[src/rtl/lic_pkg.sv]
// shared constants and types for the line interface control and status registers
package lic_pkg;
   localparam int             LIC_ADDR_W      = 6;
   localparam int             LIC_REG_W       = 4;
   localparam int             LIC_DATA_W      = 8;
   localparam int             LIC_CNT_W       = 16;
   localparam int             LIC_RUN_W       = 3;
   // register offsets inside one port's block
   localparam logic [3:0]     OFS_GLOBAL_CFG  = 4'h0;
   localparam logic [3:0]     OFS_TX_CFG      = 4'h1;
   localparam logic [3:0]     OFS_RX_CFG      = 4'h2;
   localparam logic [3:0]     OFS_RT_STATUS   = 4'h3;
   localparam logic [3:0]     OFS_LAT_STATUS  = 4'h4;
   localparam logic [3:0]     OFS_IRQ_EN      = 4'h5;
   localparam logic [3:0]     OFS_CV_LOW      = 4'h6;
   localparam logic [3:0]     OFS_CV_HIGH     = 4'h7;
   // writable bits and reset values
   localparam logic [7:0]     GCFG_MASK       = 8'hFD;
   localparam logic [7:0]     GCFG_RST        = 8'h00;
   localparam logic [7:0]     GCFG_RESET_BIT  = 8'h01;
   localparam logic [7:0]     TCFG_MASK       = 8'h7E;
   localparam logic [7:0]     TCFG_RST        = 8'h04;
   localparam logic [7:0]     RCFG_MASK       = 8'hFF;
   localparam logic [7:0]     RCFG_RST        = 8'h04;
   localparam logic [7:0]     LAT_MASK        = 8'h3F;
   localparam logic [7:0]     IEN_MASK        = 8'h3F;
   localparam logic [7:0]     ZERO8           = 8'h00;
   // field positions
   localparam int             B_EURO          = 7;
   localparam int             B_SONET         = 6;
   localparam int             B_LOCAL_LOOP    = 5;
   localparam int             B_REMOTE_LOOP   = 4;
   localparam int             B_TX_SEL_A      = 3;
   localparam int             B_TX_SEL_B      = 2;
   localparam int             B_PORT_RESET    = 0;
   localparam int             B_TX_BIN        = 6;
   localparam int             B_TX_CINV       = 5;
   localparam int             B_TX_JA         = 4;
   localparam int             B_TX_PD         = 3;
   localparam int             B_TX_TS         = 2;
   localparam int             B_TX_LBO        = 1;
   localparam int             B_VMODE         = 7;
   localparam int             B_RX_BIN        = 6;
   localparam int             B_RX_CINV       = 5;
   localparam int             B_RX_JA         = 4;
   localparam int             B_RX_PD         = 3;
   localparam int             B_RX_TS         = 2;
   localparam int             B_RX_MON        = 1;
   localparam int             B_CV_UPD        = 0;
   // status and latched bit positions
   localparam int             B_DRV_FAULT     = 5;
   localparam int             B_PAT_SYNC      = 4;
   localparam int             B_PAT_ERR       = 3;
   localparam int             B_CV            = 2;
   localparam int             B_PLL           = 1;
   localparam int             B_LOS           = 0;
   // excessive-zero thresholds
   localparam logic [2:0]     EXZ_RUN_US      = 3'h3;
   localparam logic [2:0]     EXZ_RUN_EURO    = 3'h4;
   localparam logic [2:0]     RUN_MAX         = 3'h7;
   localparam logic [15:0]    CNT_MAX         = 16'hFFFF;
   localparam logic [15:0]    CNT_ONE         = 16'h0001;

   typedef enum logic [1:0] {LIC_MODE_DS3, LIC_MODE_E3, LIC_MODE_STS1} lic_mode_e;
   typedef enum logic [1:0] {LIC_LOOP_NONE, LIC_LOOP_REMOTE, LIC_LOOP_ANALOG,
                             LIC_LOOP_DIGITAL} lic_loop_e;

   // per-port line-side inputs, all asynchronous to clk
   typedef struct packed {
      logic drv_fault;
      logic pattern_oos;
      logic pll_unlocked;
      logic signal_lost;
      logic bit_error;
      logic bpv_any;
      logic bpv_same_pol;
      logic rx_zero;
      logic rx_bit_tgl;
      logic tx_tristate_pin_n;
      logic rx_tristate_pin_n;
   } lic_stat_s;

   // per-port control outputs toward the analogue and datapath sections
   typedef struct packed {
      lic_mode_e mode;
      logic      ds3_ais_alt;
      lic_loop_e loop_sel;
      logic      tx_data_sel_a;
      logic      tx_data_sel_b;
      logic      port_reset;
      logic      tx_binary_if;
      logic      tx_clock_invert;
      logic      tx_jitter_atten_en;
      logic      rx_jitter_atten_en;
      logic      tx_power_down;
      logic      tx_line_hiz;
      logic      tx_build_out;
      logic      rx_binary_if;
      logic      rx_clock_invert;
      logic      rx_power_down;
      logic      rx_out_hiz;
      logic      monitor_preamp_en;
      logic      rx_violation_out;
   } lic_ctrl_s;

   localparam int             LIC_STAT_W      = $bits(lic_stat_s);
endpackage : lic_pkg

[src/rtl/lic_sync.sv]
// two-stage synchroniser for a vector of asynchronous levels
`timescale 1ns/1ps
module lic_sync #(
   parameter int W = 1
) (
   input  wire logic         clk,
   input  wire logic         rst_n,
   input  wire logic [W-1:0] d,
   output logic      [W-1:0] q
);
   logic [W-1:0] meta_q;

   // only the second stage is visible; the first one may be metastable
   always_ff @(posedge clk or negedge rst_n) begin
      if (!rst_n) begin
         meta_q <= '0;
         q      <= '0;
      end else begin
         meta_q <= d;
         q      <= meta_q;
      end
   end
endmodule : lic_sync

[src/rtl/lic_regs.sv]
// per-port control/status register bank behind the parallel cpu bus
`timescale 1ns/1ps
module lic_regs
   import lic_pkg::*;
#(
   parameter int NUM_PORTS = 4
) (
   input  wire logic                  clk,
   input  wire logic                  rst_n,
   input  wire logic                  cpu_cs_n,
   input  wire logic                  cpu_wr_n,
   input  wire logic                  cpu_rd_n,
   input  wire logic [LIC_ADDR_W-1:0] cpu_addr,
   input  wire logic [LIC_DATA_W-1:0] cpu_wdata,
   output logic      [LIC_DATA_W-1:0] cpu_rdata,
   output logic                       cpu_rdata_oe_n,
   output logic                       int_n,
   input  wire lic_stat_s             stat_in  [NUM_PORTS],
   output lic_ctrl_s                  ctrl_out [NUM_PORTS]
);
   localparam int BUS_W = 3 + LIC_ADDR_W + LIC_DATA_W;
   localparam int PORT_W = LIC_ADDR_W - LIC_REG_W;

   // idle levels of the line inputs
   localparam lic_stat_s STAT_IDLE = '{pll_unlocked: 1'b1, signal_lost: 1'b1,
      tx_tristate_pin_n: 1'b1, rx_tristate_pin_n: 1'b1,
      default: 1'b0};

   // bus pins come from the host's timing domain, so they pass two flops
   logic [BUS_W-1:0]        bus_raw;
   logic [BUS_W-1:0]        bus_s;
   logic                    cs_s;
   logic                    wr_s;
   logic                    rd_s;
   logic [LIC_ADDR_W-1:0]   addr_s;
   logic [LIC_DATA_W-1:0]   wdata_s;
   logic                    wr_act;
   logic                    wr_act_q;
   logic                    wr_go;
   logic                    rd_act;
   logic [PORT_W-1:0]       bus_port;
   logic [LIC_REG_W-1:0]    bus_reg;
   logic [LIC_DATA_W-1:0]   rdata_d;
   logic [LIC_DATA_W-1:0]   rd_port   [NUM_PORTS];
   logic [NUM_PORTS-1:0]    irq_port;

   assign bus_raw  = {~cpu_cs_n, ~cpu_wr_n, ~cpu_rd_n, cpu_addr, cpu_wdata};

   lic_sync #(.W(BUS_W)) u_bus_sync (
      .clk   (clk),
      .rst_n (rst_n),
      .d     (bus_raw),
      .q     (bus_s)
   );

   assign {cs_s, wr_s, rd_s, addr_s, wdata_s} = bus_s;
   assign wr_act   = cs_s & wr_s;
   assign rd_act   = cs_s & rd_s & ~wr_s;
   // one write per strobe, taken on its first synchronised cycle
   assign wr_go    = wr_act & ~wr_act_q;
   assign bus_port = addr_s[LIC_ADDR_W-1:LIC_REG_W];
   assign bus_reg  = addr_s[LIC_REG_W-1:0];

   always_ff @(posedge clk or negedge rst_n) begin
      if (!rst_n) begin
         wr_act_q <= 1'b0;
      end else begin
         wr_act_q <= wr_act;
      end
   end

   genvar p;
   generate
      for (p = 0; p < NUM_PORTS; p++) begin : g_port
         lic_stat_s            st;
         lic_stat_s            st_x;
         logic                 hit;
         logic [7:0]           gcfg_q;
         logic [7:0]           tcfg_q;
         logic [7:0]           rcfg_q;
         logic [7:0]           lat_q;
         logic [7:0]           ien_q;
         logic [7:0]           gcfg_w;
         logic [7:0]           gcfg_d;
         logic [7:0]           tcfg_d;
         logic [7:0]           rcfg_d;
         logic [7:0]           lat_d;
         logic [7:0]           ien_d;
         logic [7:0]           lat_set;
         logic [7:0]           lat_clr;
         logic [7:0]           rt_stat;
         logic                 srst;
         logic                 is_euro;
         logic                 is_sonet;
         logic                 drv_q;
         logic                 pat_q;
         logic                 pll_q;
         logic                 los_q;
         logic                 berr_q;
         logic                 tgl_q;
         logic                 bit_ev;
         logic [LIC_RUN_W-1:0] run_q;
         logic [LIC_RUN_W-1:0] run_d;
         logic [LIC_RUN_W-1:0] run_inc;
         logic [LIC_RUN_W-1:0] exz_thr;
         logic                 exz_ev;
         logic                 cv_ev;
         logic                 upd_q;
         logic                 upd_ev;
         logic [LIC_CNT_W-1:0] cnt_q;
         logic [LIC_CNT_W-1:0] cnt_d;
         logic [LIC_CNT_W-1:0] cnt_inc;
         logic [LIC_CNT_W-1:0] snap_q;
         logic [LIC_CNT_W-1:0] snap_d;
         lic_ctrl_s            ctrl_d;

         lic_sync #(.W(LIC_STAT_W)) u_stat_sync (
            .clk   (clk),
            .rst_n (rst_n),
            .d     (stat_in[p] ^ STAT_IDLE),
            .q     (st_x)
         );

         // reset of the flops shows idle levels
         assign st = st_x ^ STAT_IDLE;

         assign hit    = wr_go && (bus_port == PORT_W'(p));
         assign srst   = gcfg_q[B_PORT_RESET];

         // writes mask reserved positions, which the host keeps at zero
         assign gcfg_w = (hit && bus_reg == OFS_GLOBAL_CFG) ? (wdata_s & GCFG_MASK) : gcfg_q;
         // reset bit survives its own soft reset, everything else goes back to its reset value
         assign gcfg_d = srst ? ((GCFG_RST & ~GCFG_RESET_BIT) | (gcfg_w & GCFG_RESET_BIT))
                              : gcfg_w;
         assign tcfg_d = srst ? TCFG_RST
                       : (hit && bus_reg == OFS_TX_CFG) ? (wdata_s & TCFG_MASK) : tcfg_q;
         assign rcfg_d = srst ? RCFG_RST
                       : (hit && bus_reg == OFS_RX_CFG) ? (wdata_s & RCFG_MASK) : rcfg_q;
         assign ien_d  = srst ? ZERO8
                       : (hit && bus_reg == OFS_IRQ_EN) ? (wdata_s & IEN_MASK) : ien_q;

         // mode decode
         assign is_euro  = gcfg_q[B_EURO] & ~gcfg_q[B_SONET];
         assign is_sonet = gcfg_q[B_EURO] & gcfg_q[B_SONET];

         // excessive zeros: one event per run, at the threshold zero
         assign bit_ev  = st.rx_bit_tgl ^ tgl_q;
         assign exz_thr = is_euro ? EXZ_RUN_EURO : EXZ_RUN_US;
         assign run_inc = (run_q == RUN_MAX) ? run_q : run_q + LIC_RUN_W'(1);
         assign exz_ev  = bit_ev & st.rx_zero & (run_inc == exz_thr);
         assign run_d   = srst ? '0 : !bit_ev ? run_q : st.rx_zero ? run_inc : '0;

         // itu-style mode counts same-polarity violations in e3 and drops zeros
         assign cv_ev = bit_ev & (rcfg_q[B_VMODE]
                                  ? (is_euro ? st.bpv_same_pol : st.bpv_any)
                                  : (st.bpv_any | exz_ev));

         // counter snapshot on the update bit's rising edge
         assign upd_ev  = rcfg_q[B_CV_UPD] & ~upd_q;
         // saturates, never wraps
         assign cnt_inc = (cnt_q == CNT_MAX) ? cnt_q : cnt_q + CNT_ONE;
         // a violation in the snapshot cycle starts the new count, not lost
         assign cnt_d   = srst ? '0
                       : upd_ev ? (cv_ev ? CNT_ONE : '0)
                       : cv_ev ? cnt_inc : cnt_q;
         assign snap_d  = srst ? '0 : upd_ev ? cnt_q : snap_q;

         // reserved bits read zero
         assign rt_stat = {2'b00, st.drv_fault, st.pattern_oos, 2'b00,
                           st.pll_unlocked, st.signal_lost};

         always_comb begin
            lat_set               = ZERO8;
            lat_set[B_DRV_FAULT]  = st.drv_fault ^ drv_q;
            lat_set[B_PAT_SYNC]   = st.pattern_oos ^ pat_q;
            lat_set[B_PAT_ERR]    = st.bit_error & ~berr_q & ~st.pattern_oos;
            lat_set[B_CV]         = cv_ev;
            lat_set[B_PLL]        = st.pll_unlocked ^ pll_q;
            lat_set[B_LOS]        = st.signal_lost ^ los_q;
         end

         assign lat_clr = (hit && bus_reg == OFS_LAT_STATUS) ? wdata_s : ZERO8;
         // a new event in the clearing cycle keeps the bit set
         assign lat_d   = srst ? ZERO8 : (((lat_q & ~lat_clr) | lat_set) & LAT_MASK);

         // enabled latched bits only; clear or disable drops it next cycle
         assign irq_port[p] = |(lat_q & ien_q);

         always_comb begin
            ctrl_d                    = '0;
            ctrl_d.mode               = !gcfg_q[B_EURO] ? LIC_MODE_DS3
                                      : is_sonet ? LIC_MODE_STS1 : LIC_MODE_E3;
            ctrl_d.ds3_ais_alt        = ~gcfg_q[B_EURO] & gcfg_q[B_SONET];
            ctrl_d.loop_sel           = lic_loop_e'({gcfg_q[B_LOCAL_LOOP],
                                                     gcfg_q[B_REMOTE_LOOP]});
            ctrl_d.tx_data_sel_a      = gcfg_q[B_TX_SEL_A];
            ctrl_d.tx_data_sel_b      = gcfg_q[B_TX_SEL_B];
            ctrl_d.port_reset         = srst;
            ctrl_d.tx_binary_if       = tcfg_q[B_TX_BIN];
            ctrl_d.tx_clock_invert    = tcfg_q[B_TX_CINV];
            // one attenuator only; transmit placement takes priority
            ctrl_d.tx_jitter_atten_en = tcfg_q[B_TX_JA];
            ctrl_d.rx_jitter_atten_en = rcfg_q[B_RX_JA] & ~tcfg_q[B_TX_JA];
            ctrl_d.tx_power_down      = tcfg_q[B_TX_PD];
            ctrl_d.tx_line_hiz        = tcfg_q[B_TX_PD] | tcfg_q[B_TX_TS]
                                      | ~st.tx_tristate_pin_n;
            ctrl_d.tx_build_out       = tcfg_q[B_TX_LBO] & ~is_euro;
            ctrl_d.rx_binary_if       = rcfg_q[B_RX_BIN];
            ctrl_d.rx_clock_invert    = rcfg_q[B_RX_CINV];
            ctrl_d.rx_power_down      = rcfg_q[B_RX_PD];
            ctrl_d.rx_out_hiz         = rcfg_q[B_RX_PD] | rcfg_q[B_RX_TS]
                                      | ~st.rx_tristate_pin_n;
            ctrl_d.monitor_preamp_en  = rcfg_q[B_RX_MON];
            // violation pin exists only on the binary receive interface
            ctrl_d.rx_violation_out   = rcfg_q[B_RX_BIN] & cv_ev;
         end

         always_ff @(posedge clk or negedge rst_n) begin
            if (!rst_n) begin
               gcfg_q <= GCFG_RST;
               tcfg_q <= TCFG_RST;
               rcfg_q <= RCFG_RST;
               lat_q  <= ZERO8;
               ien_q  <= ZERO8;
               run_q  <= '0;
               cnt_q  <= '0;
               snap_q <= '0;
               upd_q  <= 1'b0;
            end else begin
               gcfg_q <= gcfg_d;
               tcfg_q <= tcfg_d;
               rcfg_q <= rcfg_d;
               lat_q  <= lat_d;
               ien_q  <= ien_d;
               run_q  <= run_d;
               cnt_q  <= cnt_d;
               snap_q <= snap_d;
               upd_q  <= rcfg_q[B_CV_UPD];
            end
         end

         // edge references: lock and loss start high so reset is not an event
         always_ff @(posedge clk or negedge rst_n) begin
            if (!rst_n) begin
               drv_q  <= 1'b0;
               pat_q  <= 1'b0;
               pll_q  <= 1'b1;
               los_q  <= 1'b1;
               berr_q <= 1'b0;
               tgl_q  <= 1'b0;
            end else begin
               drv_q  <= st.drv_fault;
               pat_q  <= st.pattern_oos;
               pll_q  <= st.pll_unlocked;
               los_q  <= st.signal_lost;
               berr_q <= st.bit_error;
               tgl_q  <= st.rx_bit_tgl;
            end
         end

         always_ff @(posedge clk or negedge rst_n) begin
            if (!rst_n) begin
               ctrl_out[p] <= '0;
            end else begin
               ctrl_out[p] <= ctrl_d;
            end
         end

         always_comb begin
            rd_port[p] = ZERO8;
            if (bus_reg == OFS_GLOBAL_CFG) begin
               rd_port[p] = gcfg_q;
            end else if (bus_reg == OFS_TX_CFG) begin
               rd_port[p] = tcfg_q;
            end else if (bus_reg == OFS_RX_CFG) begin
               rd_port[p] = rcfg_q;
            end else if (bus_reg == OFS_RT_STATUS) begin
               rd_port[p] = rt_stat;
            end else if (bus_reg == OFS_LAT_STATUS) begin
               rd_port[p] = lat_q;
            end else if (bus_reg == OFS_IRQ_EN) begin
               rd_port[p] = ien_q;
            end else if (bus_reg == OFS_CV_LOW) begin
               rd_port[p] = snap_q[7:0];
            end else if (bus_reg == OFS_CV_HIGH) begin
               rd_port[p] = snap_q[15:8];
            end
         end
      end
   endgenerate

   // absent ports and test locations read back zero
   always_comb begin
      rdata_d = ZERO8;
      for (int i = 0; i < NUM_PORTS; i++) begin
         if (bus_port == PORT_W'(i)) begin
            rdata_d = rd_port[i];
         end
      end
   end

   // zero outside a read
   always_ff @(posedge clk or negedge rst_n) begin
      if (!rst_n) begin
         cpu_rdata      <= ZERO8;
         cpu_rdata_oe_n <= 1'b1;
         int_n          <= 1'b1;
      end else begin
         cpu_rdata      <= rd_act ? rdata_d : ZERO8;
         cpu_rdata_oe_n <= ~rd_act;
         int_n          <= ~(|irq_port);
      end
   end
endmodule : lic_regs

[config.mk]
export PLATFORM = sky130hd
export DESIGN_NAME = lic_regs
export DESIGN_NICKNAME = d
export VERILOG_FILES = /design/src/rtl/lic_pkg.sv /design/src/rtl/lic_sync.sv /design/src/rtl/lic_regs.sv
export SDC_FILE = /design/constraint.sdc
export NUM_CORES = 1
export LEC_CHECK = 0
export ABC_AREA = 1
export ABC_CLOCK_PERIOD_IN_PS = 2800
export BUFFER_PORTS_ARGS = -buffer_cell sky130_fd_sc_hd__clkbuf_2
export CAP_MARGIN = 10
export CORE_MARGIN = 8
export CORE_UTILIZATION = 38
export CTS_CLUSTER_SIZE = 12
export DETAILED_ROUTE_END_ITERATION = 10
export HOLD_SLACK_MARGIN = 0.08
export PLACE_DENSITY = 0.54
export SKIP_CTS_REPAIR_TIMING = 1
export SLEW_MARGIN = 20
export SYNTH_ARGS = -nofsm -noshare
export SYNTH_HDL_FRONTEND = slang
export SYNTH_SLANG_ARGS = --single-unit
[constraint.sdc]
create_clock -name clk -period 2.8 [get_ports clk]
set_input_delay 0.28 -clock clk [delete_from_list [all_inputs] [get_ports clk]]
set_output_delay 0.28 -clock clk [all_outputs]
set_load 0.01 [all_outputs]
Yosys cells after proc, flatten, opt, wreduce, memory -nomap -nowiden
Index checks and enable logic that the tools add are counted.
{"block": "word_totals", "in_bits": 63, "output_inout_bits": 94, "reg_bits": 537}
{"block": "op_classes", "bitwise_logic": 159, "n_reduce_logical": 59, "n_eq_ne": 26, "n_mux": 141, "addsub": 8}
{"cell": "two-way mux 8 bit", "count": 69}
{"cell": "two-way mux 16 bit", "count": 24}
{"cell": "adder 16 x 1 -> 16 bit, second input constant", "count": 4}
{"cell": "equality test 16 bit, second input constant", "count": 4}
{"cell": "two-way mux 3 bit", "count": 20}
{"cell": "bitwise AND 1 bit", "count": 52}
{"cell": "two-way mux 6 bit", "count": 8}
{"cell": "nonzero test 2 bit", "count": 24}
{"cell": "inverter 1 bit", "count": 43}
{"cell": "bitwise AND 6 x 8 -> 8 bit", "count": 4}
{"cell": "inverter 4 bit", "count": 8}
{"cell": "OR reduction 32 bit", "count": 1}
{"cell": "bitwise AND 6 bit", "count": 4}
{"cell": "logical AND 1 bit", "count": 24}
{"cell": "inverter 6 bit", "count": 4}
{"cell": "OR 6 bit", "count": 4}
{"cell": "OR 1 bit", "count": 20}
{"cell": "XOR 1 bit", "count": 20}
{"cell": "equality test 4 x 3 -> 1 bit, second input constant", "count": 4}
{"cell": "two-way mux 2 bit", "count": 8}
{"cell": "adder 3 x 1 -> 3 bit, second input constant", "count": 4}
{"cell": "equality test 3 bit", "count": 4}
{"cell": "equality test 3 bit, second input constant", "count": 4}
{"cell": "two-way mux 1 bit", "count": 12}
{"cell": "other kinds (9)", "count": 20}

Longest topological paths before layout
Gate-level depths: netlist (run 1).
{"block": "logic_depth", "word_depth": 14, "ltp_mapped": 13}

Modules after synthesis
Synthesis (run 1) repeated with hierarchy kept, for this count alone.
{"block": "hier_totals", "hier_cells": 2363, "area_unflattened_um2": 21625.7}
{"module": "lic_regs", "area_each_um2": 18572.8, "instances": 1, "cells_each": 2241}
{"module": "lic_sync at g_port[0].u_stat_sync ...", "area_each_um2": 550.5, "instances": 4, "cells_each": 22}
{"module": "lic_sync at u_bus_sync", "area_each_um2": 850.8, "instances": 1, "cells_each": 34}

Least setup slack after synthesis (run 1)
No wires, ideal clock.
{"block": "synth_path", "path_type": "reg2reg", "start": "register g_port[1].run_q[0]", "end": "register g_port[1].cnt_q[10]", "path_stages_with_launch": 12, "setup_time_ns": 0.117, "t_arrival_ns": 1.640, "required_ns": 2.683, "setup_slack_ns": 1.044, "path_buffers": 1, "period_less_slack_ns": 1.756, "cell_sequence": "dfrtp_1 -> ha_1 -> nand2_1 -> xor2_1 -> nand3_1 -> o21ai_0 -> nand2_1 -> nand2_1 -> nand3_2 -> buf_4 -> nand3_1 -> nand2_1"}
{"block": "synth_via", "elab_chain_len": 9, "word_cells_on_any_way": 10, "classes_between": "1 x add/sub; 2 x eq/ne; 2 x mux; 3 x bitwise; 2 x reduce/logical"}
{"item": "start: declaration", "line": "lic_regs.sv:102", "rtl": "logic [LIC_RUN_W-1:0] run_q;"}
{"item": "start signal: assignment", "line": "lic_regs.sv:235", "rtl": "run_q <= run_d;"}
{"item": "adder 3 x 1 -> 3 bit / equality test 3 bit (equally long branches)", "line": "lic_regs.sv:149", "rtl": "assign run_inc = (run_q == RUN_MAX) ? run_q : run_q + LIC_RUN_W'(1);"}
{"item": "two-way mux 3 bit (*)", "line": "lic_regs.sv:149"}
{"item": "equality test 3 bit (*)", "line": "lic_regs.sv:150", "rtl": "assign exz_ev = bit_ev & st.rx_zero & (run_inc == exz_thr);"}
{"item": "bitwise AND 1 bit (*)", "line": "lic_regs.sv:150"}
{"item": "OR 1 bit (*)", "line": "lic_regs.sv:156", "rtl": ": (st.bpv_any | exz_ev));"}
{"item": "two-way mux 1 bit (*)", "line": "lic_regs.sv:155", "rtl": "? (is_euro ? st.bpv_same_pol : st.bpv_any)"}
{"item": "bitwise AND 1 bit (*)", "line": "lic_regs.sv:154", "rtl": "assign cv_ev = bit_ev & (rcfg_q[B_VMODE]"}
{"item": "nonzero test 3 bit (no source line) (*)"}
{"item": "AND reduction 2 bit (no source line) (*)"}
{"item": "end signal: assignment", "line": "lic_regs.sv:236", "rtl": "cnt_q <= cnt_d;"}
{"item": "end: declaration", "line": "lic_regs.sv:110", "rtl": "logic [LIC_CNT_W-1:0] cnt_q;"}
Mark *: on every way between the ends. The rest lies on a longest branch, timed or not.
A chain may end at the register's enable or synchronous reset.

Final worst setup path (run 1)
{"block": "layout_path", "start": "register u_bus_sync.q[8]", "end": "register cpu_rdata[0]"}
{"block": "layout_via", "elab_chain_len": 14, "word_cells_on_any_way": 45, "classes_between": "7 x eq/ne; 37 x mux; 1 x reduce/logical"}
{"item": "start: declaration", "line": "lic_sync.sv:9", "rtl": "output logic [W-1:0] q"}
{"item": "start signal: assignment", "line": "lic_sync.sv:20", "rtl": "q <= meta_q;"}
{"item": "equality test 4 x 3 -> 1 bit", "line": "lic_regs.sv:285", "rtl": "end else if (bus_reg == OFS_CV_HIGH) begin"}
{"item": "two-way mux 8 bit", "line": "lic_regs.sv:285"}
{"item": "two-way mux 8 bit", "line": "lic_regs.sv:283", "rtl": "end else if (bus_reg == OFS_CV_LOW) begin"}
{"item": "two-way mux 8 bit", "line": "lic_regs.sv:281", "rtl": "end else if (bus_reg == OFS_IRQ_EN) begin"}
{"item": "two-way mux 8 bit", "line": "lic_regs.sv:279", "rtl": "end else if (bus_reg == OFS_LAT_STATUS) begin"}
{"item": "two-way mux 8 bit", "line": "lic_regs.sv:277", "rtl": "end else if (bus_reg == OFS_RT_STATUS) begin"}
{"item": "two-way mux 8 bit", "line": "lic_regs.sv:275", "rtl": "end else if (bus_reg == OFS_RX_CFG) begin"}
{"item": "two-way mux 8 bit", "line": "lic_regs.sv:273", "rtl": "end else if (bus_reg == OFS_TX_CFG) begin"}
{"item": "two-way mux 8 bit", "line": "lic_regs.sv:271", "rtl": "if (bus_reg == OFS_GLOBAL_CFG) begin"}
{"item": "two-way mux 8 bit (3 in a row)", "line": "lic_regs.sv:296", "rtl": "if (bus_port == PORT_W'(i)) begin"}
{"item": "two-way mux 8 bit (*)", "line": "lic_regs.sv:296"}
{"item": "two-way mux 8 bit (*)", "line": "lic_regs.sv:309", "rtl": "cpu_rdata <= rd_act ? rdata_d : ZERO8;"}
{"item": "end signal: assignment", "line": "lic_regs.sv:309"}
{"item": "end: declaration", "line": "lic_regs.sv:15", "rtl": "output logic [LIC_DATA_W-1:0] cpu_rdata,"}
Marked as above.

==> results of run 1 <==
-- placed cells by master, fill, tap and decap left out, types with 6 or more instances in the layout --
cell type | netlist | layout
sky130_fd_sc_hd__dfstp_2 | 18 | 18
sky130_fd_sc_hd__nor2_1 | 189 | 189
sky130_fd_sc_hd__o211ai_1 | 7 | 7
sky130_fd_sc_hd__nand2_1 | 568 | 568
sky130_fd_sc_hd__nor2_2 | 8 | 8
sky130_fd_sc_hd__dfrtp_1 | 499 | 499
sky130_fd_sc_hd__a31oi_1 | 6 | 6
sky130_fd_sc_hd__clkbuf_1 | 44 | 13
sky130_fd_sc_hd__ha_1 | 8 | 8
sky130_fd_sc_hd__xnor2_1 | 12 | 12
sky130_fd_sc_hd__a22o_1 | 13 | 13
sky130_fd_sc_hd__clkbuf_16 | 0 | 58
sky130_fd_sc_hd__inv_1 | 286 | 286
sky130_fd_sc_hd__nand3_1 | 145 | 145
sky130_fd_sc_hd__o21ai_0 | 188 | 188
sky130_fd_sc_hd__buf_4 | 8 | 55
sky130_fd_sc_hd__or2_2 | 8 | 8
sky130_fd_sc_hd__nand4_1 | 8 | 8
sky130_fd_sc_hd__nor3_1 | 54 | 54
sky130_fd_sc_hd__nor4_1 | 26 | 26
sky130_fd_sc_hd__o22ai_1 | 72 | 72
sky130_fd_sc_hd__nand2_2 | 6 | 6
sky130_fd_sc_hd__nand3_2 | 7 | 7
sky130_fd_sc_hd__clkinv_2 | 0 | 10
sky130_fd_sc_hd__clkbuf_8 | 0 | 16
sky130_fd_sc_hd__inv_2 | 7 | 7
sky130_fd_sc_hd__dlygate4sd3_1 | 0 | 62
sky130_fd_sc_hd__clkbuf_2 | 0 | 155
sky130_fd_sc_hd__a21oi_1 | 71 | 69
sky130_fd_sc_hd__xor2_1 | 37 | 37
-- through the flow --
step	std cells	power (mW)	setup WS [ps]	hold slack, ps
after floorplan	2350	11.9	1040	-15.6
after global placement	3252	13.8	334	283
after detailed placement	3252	13.8	284	289
after CTS	3356	21.5	286	-374
after global routing	3418	22.5	87.2	237
final	3418	21.4	237	214
-- synth_stat cells, drive strengths merged --
library cell,count,share of area [%]
a221oi,3,0.12
nand3b,1,0.035
o21bai,1,0.035
dfstp,18,2.2
a31oi,6,0.18
clkbuf,44,0.77
o221ai,3,0.12
nor3,55,1.3
buf,26,0.78
inv,293,5.1
dfrtp,499,58
xnor2,12,0.49
ha,8,0.47
clkinv,2,0.035
a2111oi,1,0.041
nor4,26,0.76
nand2,577,10
o22ai,72,2.1
o21a,1,0.035
xor2,37,1.5
a22o,13,0.53
o221a,3,0.16
o31ai,5,0.18
a21oi,71,1.7
o21ai,192,4.5
nand4,8,0.23
a211oi,5,0.18
or3,2,0.058
o211ai,7,0.25
or2,8,0.23
nor2,198,3.6
nand3,153,3.8
-- area by class of cell --
type                       instances  area (um^2)  area share (%)
inverter                         295         1110            4.28
tap                              756          946            3.65
clock buffer                      87         1720            6.64
timing repair buffer             278         1920            7.43
sequential                       517        13000            50.1
clock inverter                    17          191           0.739
multi-input combinational       1468         7040            27.2
-- final timing paths --
path	end
worst max-delay path	cpu_rdata[0]
worst min-delay path	ctrl_out[64]
worst max register to register	cpu_rdata[0]
worst min register to register	u_bus_sync.q[14]
max in group asynchronous	g_port[1].cnt_q[14]
min in group clk	g_port[1].u_stat_sync.meta_q[3]
-- kinds of logic (layout without fill, tap and decap cells) --
family	count (synthesis)	after routing	share of synthesized area, %
xor+xnor	49	49	2.00
buf+inv	365	677	6.72
flops	517	517	60.5
simple gates	1028	1028	20.3
fa+ha+maj	8	8	0.467
compound gates	383	383	10.1
-- metal layers --
metal,global-route usage [%],vias to the layer above,wire length (um)
met5,0,-,0
met4,5.39,0,1620
met3,3.64,108,4450
met2,31.2,548,29700
met1,30.9,8497,31400
li1,-,8151,-
-- flip-flops by register name, summed over array words and instances, names as in the netlist, 8 cells and up --
register	cells
g_port.snap_q	64
g_port.ien_q	24
u_bus_sync.meta_q	17
g_port.tcfg_q	24
g_port.run_q	12
cpu_rdata	8
g_port.cnt_q	64
g_port.rcfg_q	32
ctrl_out	84
g_port.lat_q	24
g_port.u_stat_sync.q	44
u_bus_sync.q	17
g_port.u_stat_sync.meta_q	44
g_port.gcfg_q	28
-- power groups by stage --
stage               logic, mW  registers (mW)  clock network [mW]
floorplan                2.32            9.59                   0
global route             4.51            9.91                8.07
finish                   4.02            9.77                7.56
global placement         3.88            9.88                   0
detailed placement       3.95            9.89                   0
CTS                      3.98            9.77                7.77
==> run summary, run 1 <==
result of the run - finished clean
fraction of final layout cells sized beyond drive strength 1 - 14.0%
cell-internal power - 14.5 mW
Final setup viols - 0
gpl congestion - 0.910
clock tree from TritonCTS - built
Net Switching - 6.82 mW
mean area per synthesized cell - 9.12 um^2
final routed wirelength across all metal layers - 67200 um
maximum VDD drop - 0.000503 V
Lkg Pwr - 12.5 nW
fraction of power spent switching nets - 31.9%
depth of the most critical reg-to-reg path - 9
crit share post-route - 91.5%
Final Skew - 36.1 ps
H-tree lvl count - 2
transition time at the pin with the least slew margin - 1120 ps
I/O pin total - 157
Syn-to-layout area delta - 20.8%
worst max-slew margin expressed relative to the limit - 25.6%
clock group share of total power - 35.4%
power density over the cells - 825 mW/mm^2
height of the die - 254 um
clock-pin transition on the worst setup and hold timing paths - 60 ps
summed instance area of the synthesized netlist - 0.0214 mm^2
class of the worst hold path - primary input to async pin
Mapped Cells - 2350
critical path startpoint - u_bus_sync.q[8]
worst skew pair latency - 630 ps
Crit path depth - 9
number of fill cells in the layout - 5373
first-pass GRT wire length - 104000 um
part of the Yosys area used for sequential elements - 60.5%
post-layout instance area - 0.0259 mm^2
buffers plus inverters on the worst setup path - 2
Detail Route Antenna Nets - 0
final routed DRC violation total - 0
kind of cell with the highest combined delay on the critical path - simple AND/OR/NAND/NOR gates
Synthesized Nets - 2421
nature of the critical path endpoint - flip-flop
clk sink count - 517
number of global-route vias before repair - 17000
Achievable Freq - 390 MHz
violation count after the first detailed-route iteration - 1447
number of hold violations in the final report - 0
Flop pwr share - 45.8%
final net count - 2688
clock root cell - sky130_fd_sc_hd__clkbuf_16
number of buffers created by CTS - 57
critical-path cell list - nand2_1 > inv_1 > nand2_1 > inv_1 > a21oi_1 > o21ai_0 > nand3_1 > nand2_1 > a21oi_1
detailed-route via count - 17300
arrival time at the worst endpoint - 3080 ps
maximum number of pins on one net before global-route repair - 99
critical path class - flip-flop to flip-flop
Sum Neg Setup Slack - 0 ps
total routing resource utilization after global routing - 20.8%
Vias/cell - 5.06
antenna diode instance count - 0
maximum clock path buffer count - 3
input/output buffers - 156
synthesis warning total - 0
number of distinct library cells after synthesis - 44
number of register bits inferred by synthesis - 517
average wire per cell in the routed design - 19.7 um
initial antenna violation count - 2
Combinational Power Share - 18.8%
detailed placement HPWL - 49200 um
Final Max Slew Viols - 0
critical path required time - 3320 ps
Area after DPL - 0.0234 mm^2
placeable core region - 0.0561 mm^2
sum of overflow across all layers after global routing - 0
first-pass detailed-route iteration total - 8
Core Util, Final - 46.2%
Max stage delay on crit path - 500 ps
RR Startpoint - u_bus_sync.q[8]
setup slack of the worst register-to-register path - 240 ps
Tmin final - 2560 ps
kind of launch point of the worst setup path - flip-flop
initial standard-cell utilization of the core - 38.2%
die boundary width - 254 um
biggest fanout along the worst timing path - 16
die area - 0.0643 mm^2
count of standard-cell rows - 87
most used cell along the critical path - sky130_fd_sc_hd__nand2_1
critical-path cell with the highest stage delay - sky130_fd_sc_hd__nand2_1
Max Cap Violations - 0
RSZ-0062 raised after global routing - no
Power figures use the tool's default switching activity.
==> run 2, diff against run 1 <==
--- a/config.mk
+++ b/config.mk
@@ -11,6 +11,7 @@
 export CAP_MARGIN = 10
 export CORE_MARGIN = 8
 export CORE_UTILIZATION = 38
+export CTS_BUF_LIST = sky130_fd_sc_hd__clkbuf_4 sky130_fd_sc_hd__clkbuf_8 sky130_fd_sc_hd__clkbuf_16
 export CTS_CLUSTER_SIZE = 12
 export DETAILED_ROUTE_END_ITERATION = 10
 export HOLD_SLACK_MARGIN = 0.08
==> run 2 against run 1 <==
Compared with the run above:
- wire length grew 0.17%
- design area rose by 0.20%
- die area unchanged
- critical endpoint unchanged
==> run summary, run 2 (same netlist as run 1, synthesis figures left out) <==
transition time at the pin with the least slew margin - 1110 ps (was 1120 ps)
clk sink count - 517 (unchanged)
maximum VDD drop - 0.000507 V (was 0.000503 V)
height of the die - 254 um (unchanged)
worst max-slew margin expressed relative to the limit - 25.8% (was 25.6%)
initial antenna violation count - 2 (unchanged)
worst hold slack - 214 ps (about the same)
final routed DRC violation total - 0 (unchanged)
crit share post-route - 90.4% (was 91.5%)
Overall Power - 21.5 mW (was 21.4 mW)
gpl congestion - 0.910 (unchanged)
nature of the critical path endpoint - flip-flop (unchanged)
worst skew pair latency - 640 ps (was 630 ps)
number of buffers created by CTS - 57 (unchanged)
Final Max Slew Viols - 0 (unchanged)
dpl ws - 284 ps (unchanged)
kind of cell with the highest combined delay on the critical path - simple AND/OR/NAND/NOR gates (unchanged)
RSZ-0062 raised after global routing - no (unchanged)
maximum clock path buffer count - 3 (unchanged)
critical path startpoint - u_bus_sync.q[8] (unchanged)
Vias/cell - 5.05 (was 5.06)
worst setup slack after layout - 268 ps (was 237 ps)
clock tree from TritonCTS - built (unchanged)
number of global-route vias before repair - 17000 (about the same)
clock-pin transition on the worst setup and hold timing paths - 60 ps (about the same)
Tmin final - 2530 ps (was 2560 ps)
first-pass detailed-route iteration total - 6 (was 8)
H-tree lvl count - 2 (unchanged)
critical path class - flip-flop to flip-flop (unchanged)
final net count - 2688 (unchanged)
total routing resource utilization after global routing - 20.8% (about the same)
Global Route met3 Usage - 3.67% (was 3.64%)
detailed-route via count - 17300 (about the same)
buffers plus inverters on the worst setup path - 2 (unchanged)
commonest non-fill, non-tap cells in the layout - sky130_fd_sc_hd__nand2_1, sky130_fd_sc_hd__dfrtp_1, sky130_fd_sc_hd__inv_1 (unchanged)
clock root cell - sky130_fd_sc_hd__clkbuf_16 (unchanged)
initial standard-cell utilization of the core - 38.2% (unchanged)
arrival time at the worst endpoint - 3060 ps (was 3080 ps)
kind of launch point of the worst setup path - flip-flop (unchanged)
critical path required time - 3330 ps (was 3320 ps)
Area after DPL - 0.0234 mm^2 (unchanged)
number of hold violations in the final report - 0 (unchanged)
Max stage delay on crit path - 500 ps (about the same)
Final Skew - 39.4 ps (was 36.1 ps)
detailed placement HPWL - 49200 um (unchanged)
number of flip-flops in the largest register - 84 (unchanged)
met1 Resource Use GR - 30.9% (about the same)
die boundary width - 254 um (unchanged)
I/O pin total - 157 (unchanged)
power density over the cells - 828 mW/mm^2 (was 825 mW/mm^2)
number of fill cells in the layout - 5364 (was 5373)
first-pass GRT wire length - 104000 um (about the same)
RR Startpoint - u_bus_sync.q[8] (unchanged)
fraction of final layout cells sized beyond drive strength 1 - 14.5% (was 14.0%)
critical-path cell with the highest stage delay - sky130_fd_sc_hd__nand2_1 (unchanged)
Final setup viols - 0 (unchanged)
input/output buffers - 156 (unchanged)
die area - 0.0643 mm^2 (unchanged)
met2 demand-to-capacity share in global routing - 31.3% (was 31.2%)
biggest fanout along the worst timing path - 16 (unchanged)
Detail Route Antenna Nets - 0 (unchanged)
maximum number of pins on one net before global-route repair - 99 (unchanged)
registers with the most flip-flops - ctrl_out (84), g_port.cnt_q (64), g_port.snap_q (64) (unchanged)
final routed wirelength across all metal layers - 67400 um (was 67200 um)
Sum Neg Setup Slack - 0 ps (unchanged)
Syn-to-layout area delta - 21.0% (was 20.8%)
Achievable Freq - 395 MHz (was 390 MHz)
layer with the highest usage after global routing - met2 (unchanged)
violation count after the first detailed-route iteration - 1323 (was 1447)
most used cell along the critical path - sky130_fd_sc_hd__nand2_1 (unchanged)
setup slack of the worst register-to-register path - 270 ps (was 240 ps)
Lkg Pwr - 12.6 nW (was 12.5 nW)
Max Cap Violations - 0 (unchanged)
post-layout instance area - 0.0259 mm^2 (about the same)
most common cell after layout, fill and taps aside - sky130_fd_sc_hd__nand2_1 (unchanged)
class of the worst hold path - primary input to async pin (unchanged)
critical-path cell list - nand2_1 > inv_1 > nand2_1 > inv_1 > a21oi_1 > o21ai_0 > nand3_1 > nand2_1 > a21oi_1 (unchanged)
average wire per cell in the routed design - 19.7 um (about the same)
result of the run - finished clean (unchanged)
Most flops, register - ctrl_out (unchanged)
placeable core region - 0.0561 mm^2 (unchanged)
count of standard-cell rows - 87 (unchanged)
sum of overflow across all layers after global routing - 0 (unchanged)
==> run 2: cell types whose count changed in the layout (fill, tap and decap cells not counted) <==
cell,change
sky130_fd_sc_hd__diode_2,+1
sky130_fd_sc_hd__clkbuf_1,-13
sky130_fd_sc_hd__clkbuf_4,+13
==> run 2: metrics by stage <==
step / utilization (%) / std cells
detailed placement: 41.7 / 3252
floorplan: - / 2350
global placement: 41.7 / 3252
global route: 46.3 / 3418
finish: 46.3 / 3419
CTS: 45.2 / 3356
==> run 2: where the power goes <==
part | total, mW | switching (mW) | internal [mW]
sequential | 9.77 | 1.04 | 8.74
clock | 7.69 | 3.07 | 4.62
combinational | 4.02 | 2.72 | 1.31
total | 21.5 | 6.82 | 14.7
==> run 2: worst reg2reg max path: stages, from the launching register on <==
cell,delay [ps]
sky130_fd_sc_hd__dfrtp_1,460
sky130_fd_sc_hd__nand2_1,150
sky130_fd_sc_hd__inv_1,60
sky130_fd_sc_hd__nand2_1,500
sky130_fd_sc_hd__inv_1,410
sky130_fd_sc_hd__a21oi_1,240
sky130_fd_sc_hd__o21ai_0,180
sky130_fd_sc_hd__nand3_1,120
sky130_fd_sc_hd__nand2_1,90
sky130_fd_sc_hd__a21oi_1,240
==> run 2: routing by layer <==
layer / up-vias / share of wire (%)
met5: - / 0
met4: 0 / 2.3
met3: 98 / 6.8
met2: 566 / 44
met1: 8437 / 47
li1: 8157 / -
==> run 2: path summary, 6_finish.rpt <==
kind                                                   endpoint  cells past startpoint
worst max-delay path                               cpu_rdata[0]                      9
worst min-delay path                               ctrl_out[64]                      2
worst max register to register                     cpu_rdata[0]                      9
worst min register to register                 u_bus_sync.q[14]                      0
max in group asynchronous                   g_port[1].cnt_q[14]                      3
min in group clk                g_port[1].u_stat_sync.meta_q[3]                      2
==> run 2: final cells by class <==
type / count / area (um^2) / share of cell area, %
diodes: 1 / 2.50 / 0.00965
inverters: 295 / 1110 / 4.27
well taps: 756 / 946 / 3.65
flip-flops and latches: 517 / 13000 / 50.0
multi-input cells: 1468 / 7040 / 27.1
clock buffers: 87 / 1770 / 6.82
clock inverters: 17 / 191 / 0.738
repair buffers: 278 / 1920 / 7.42
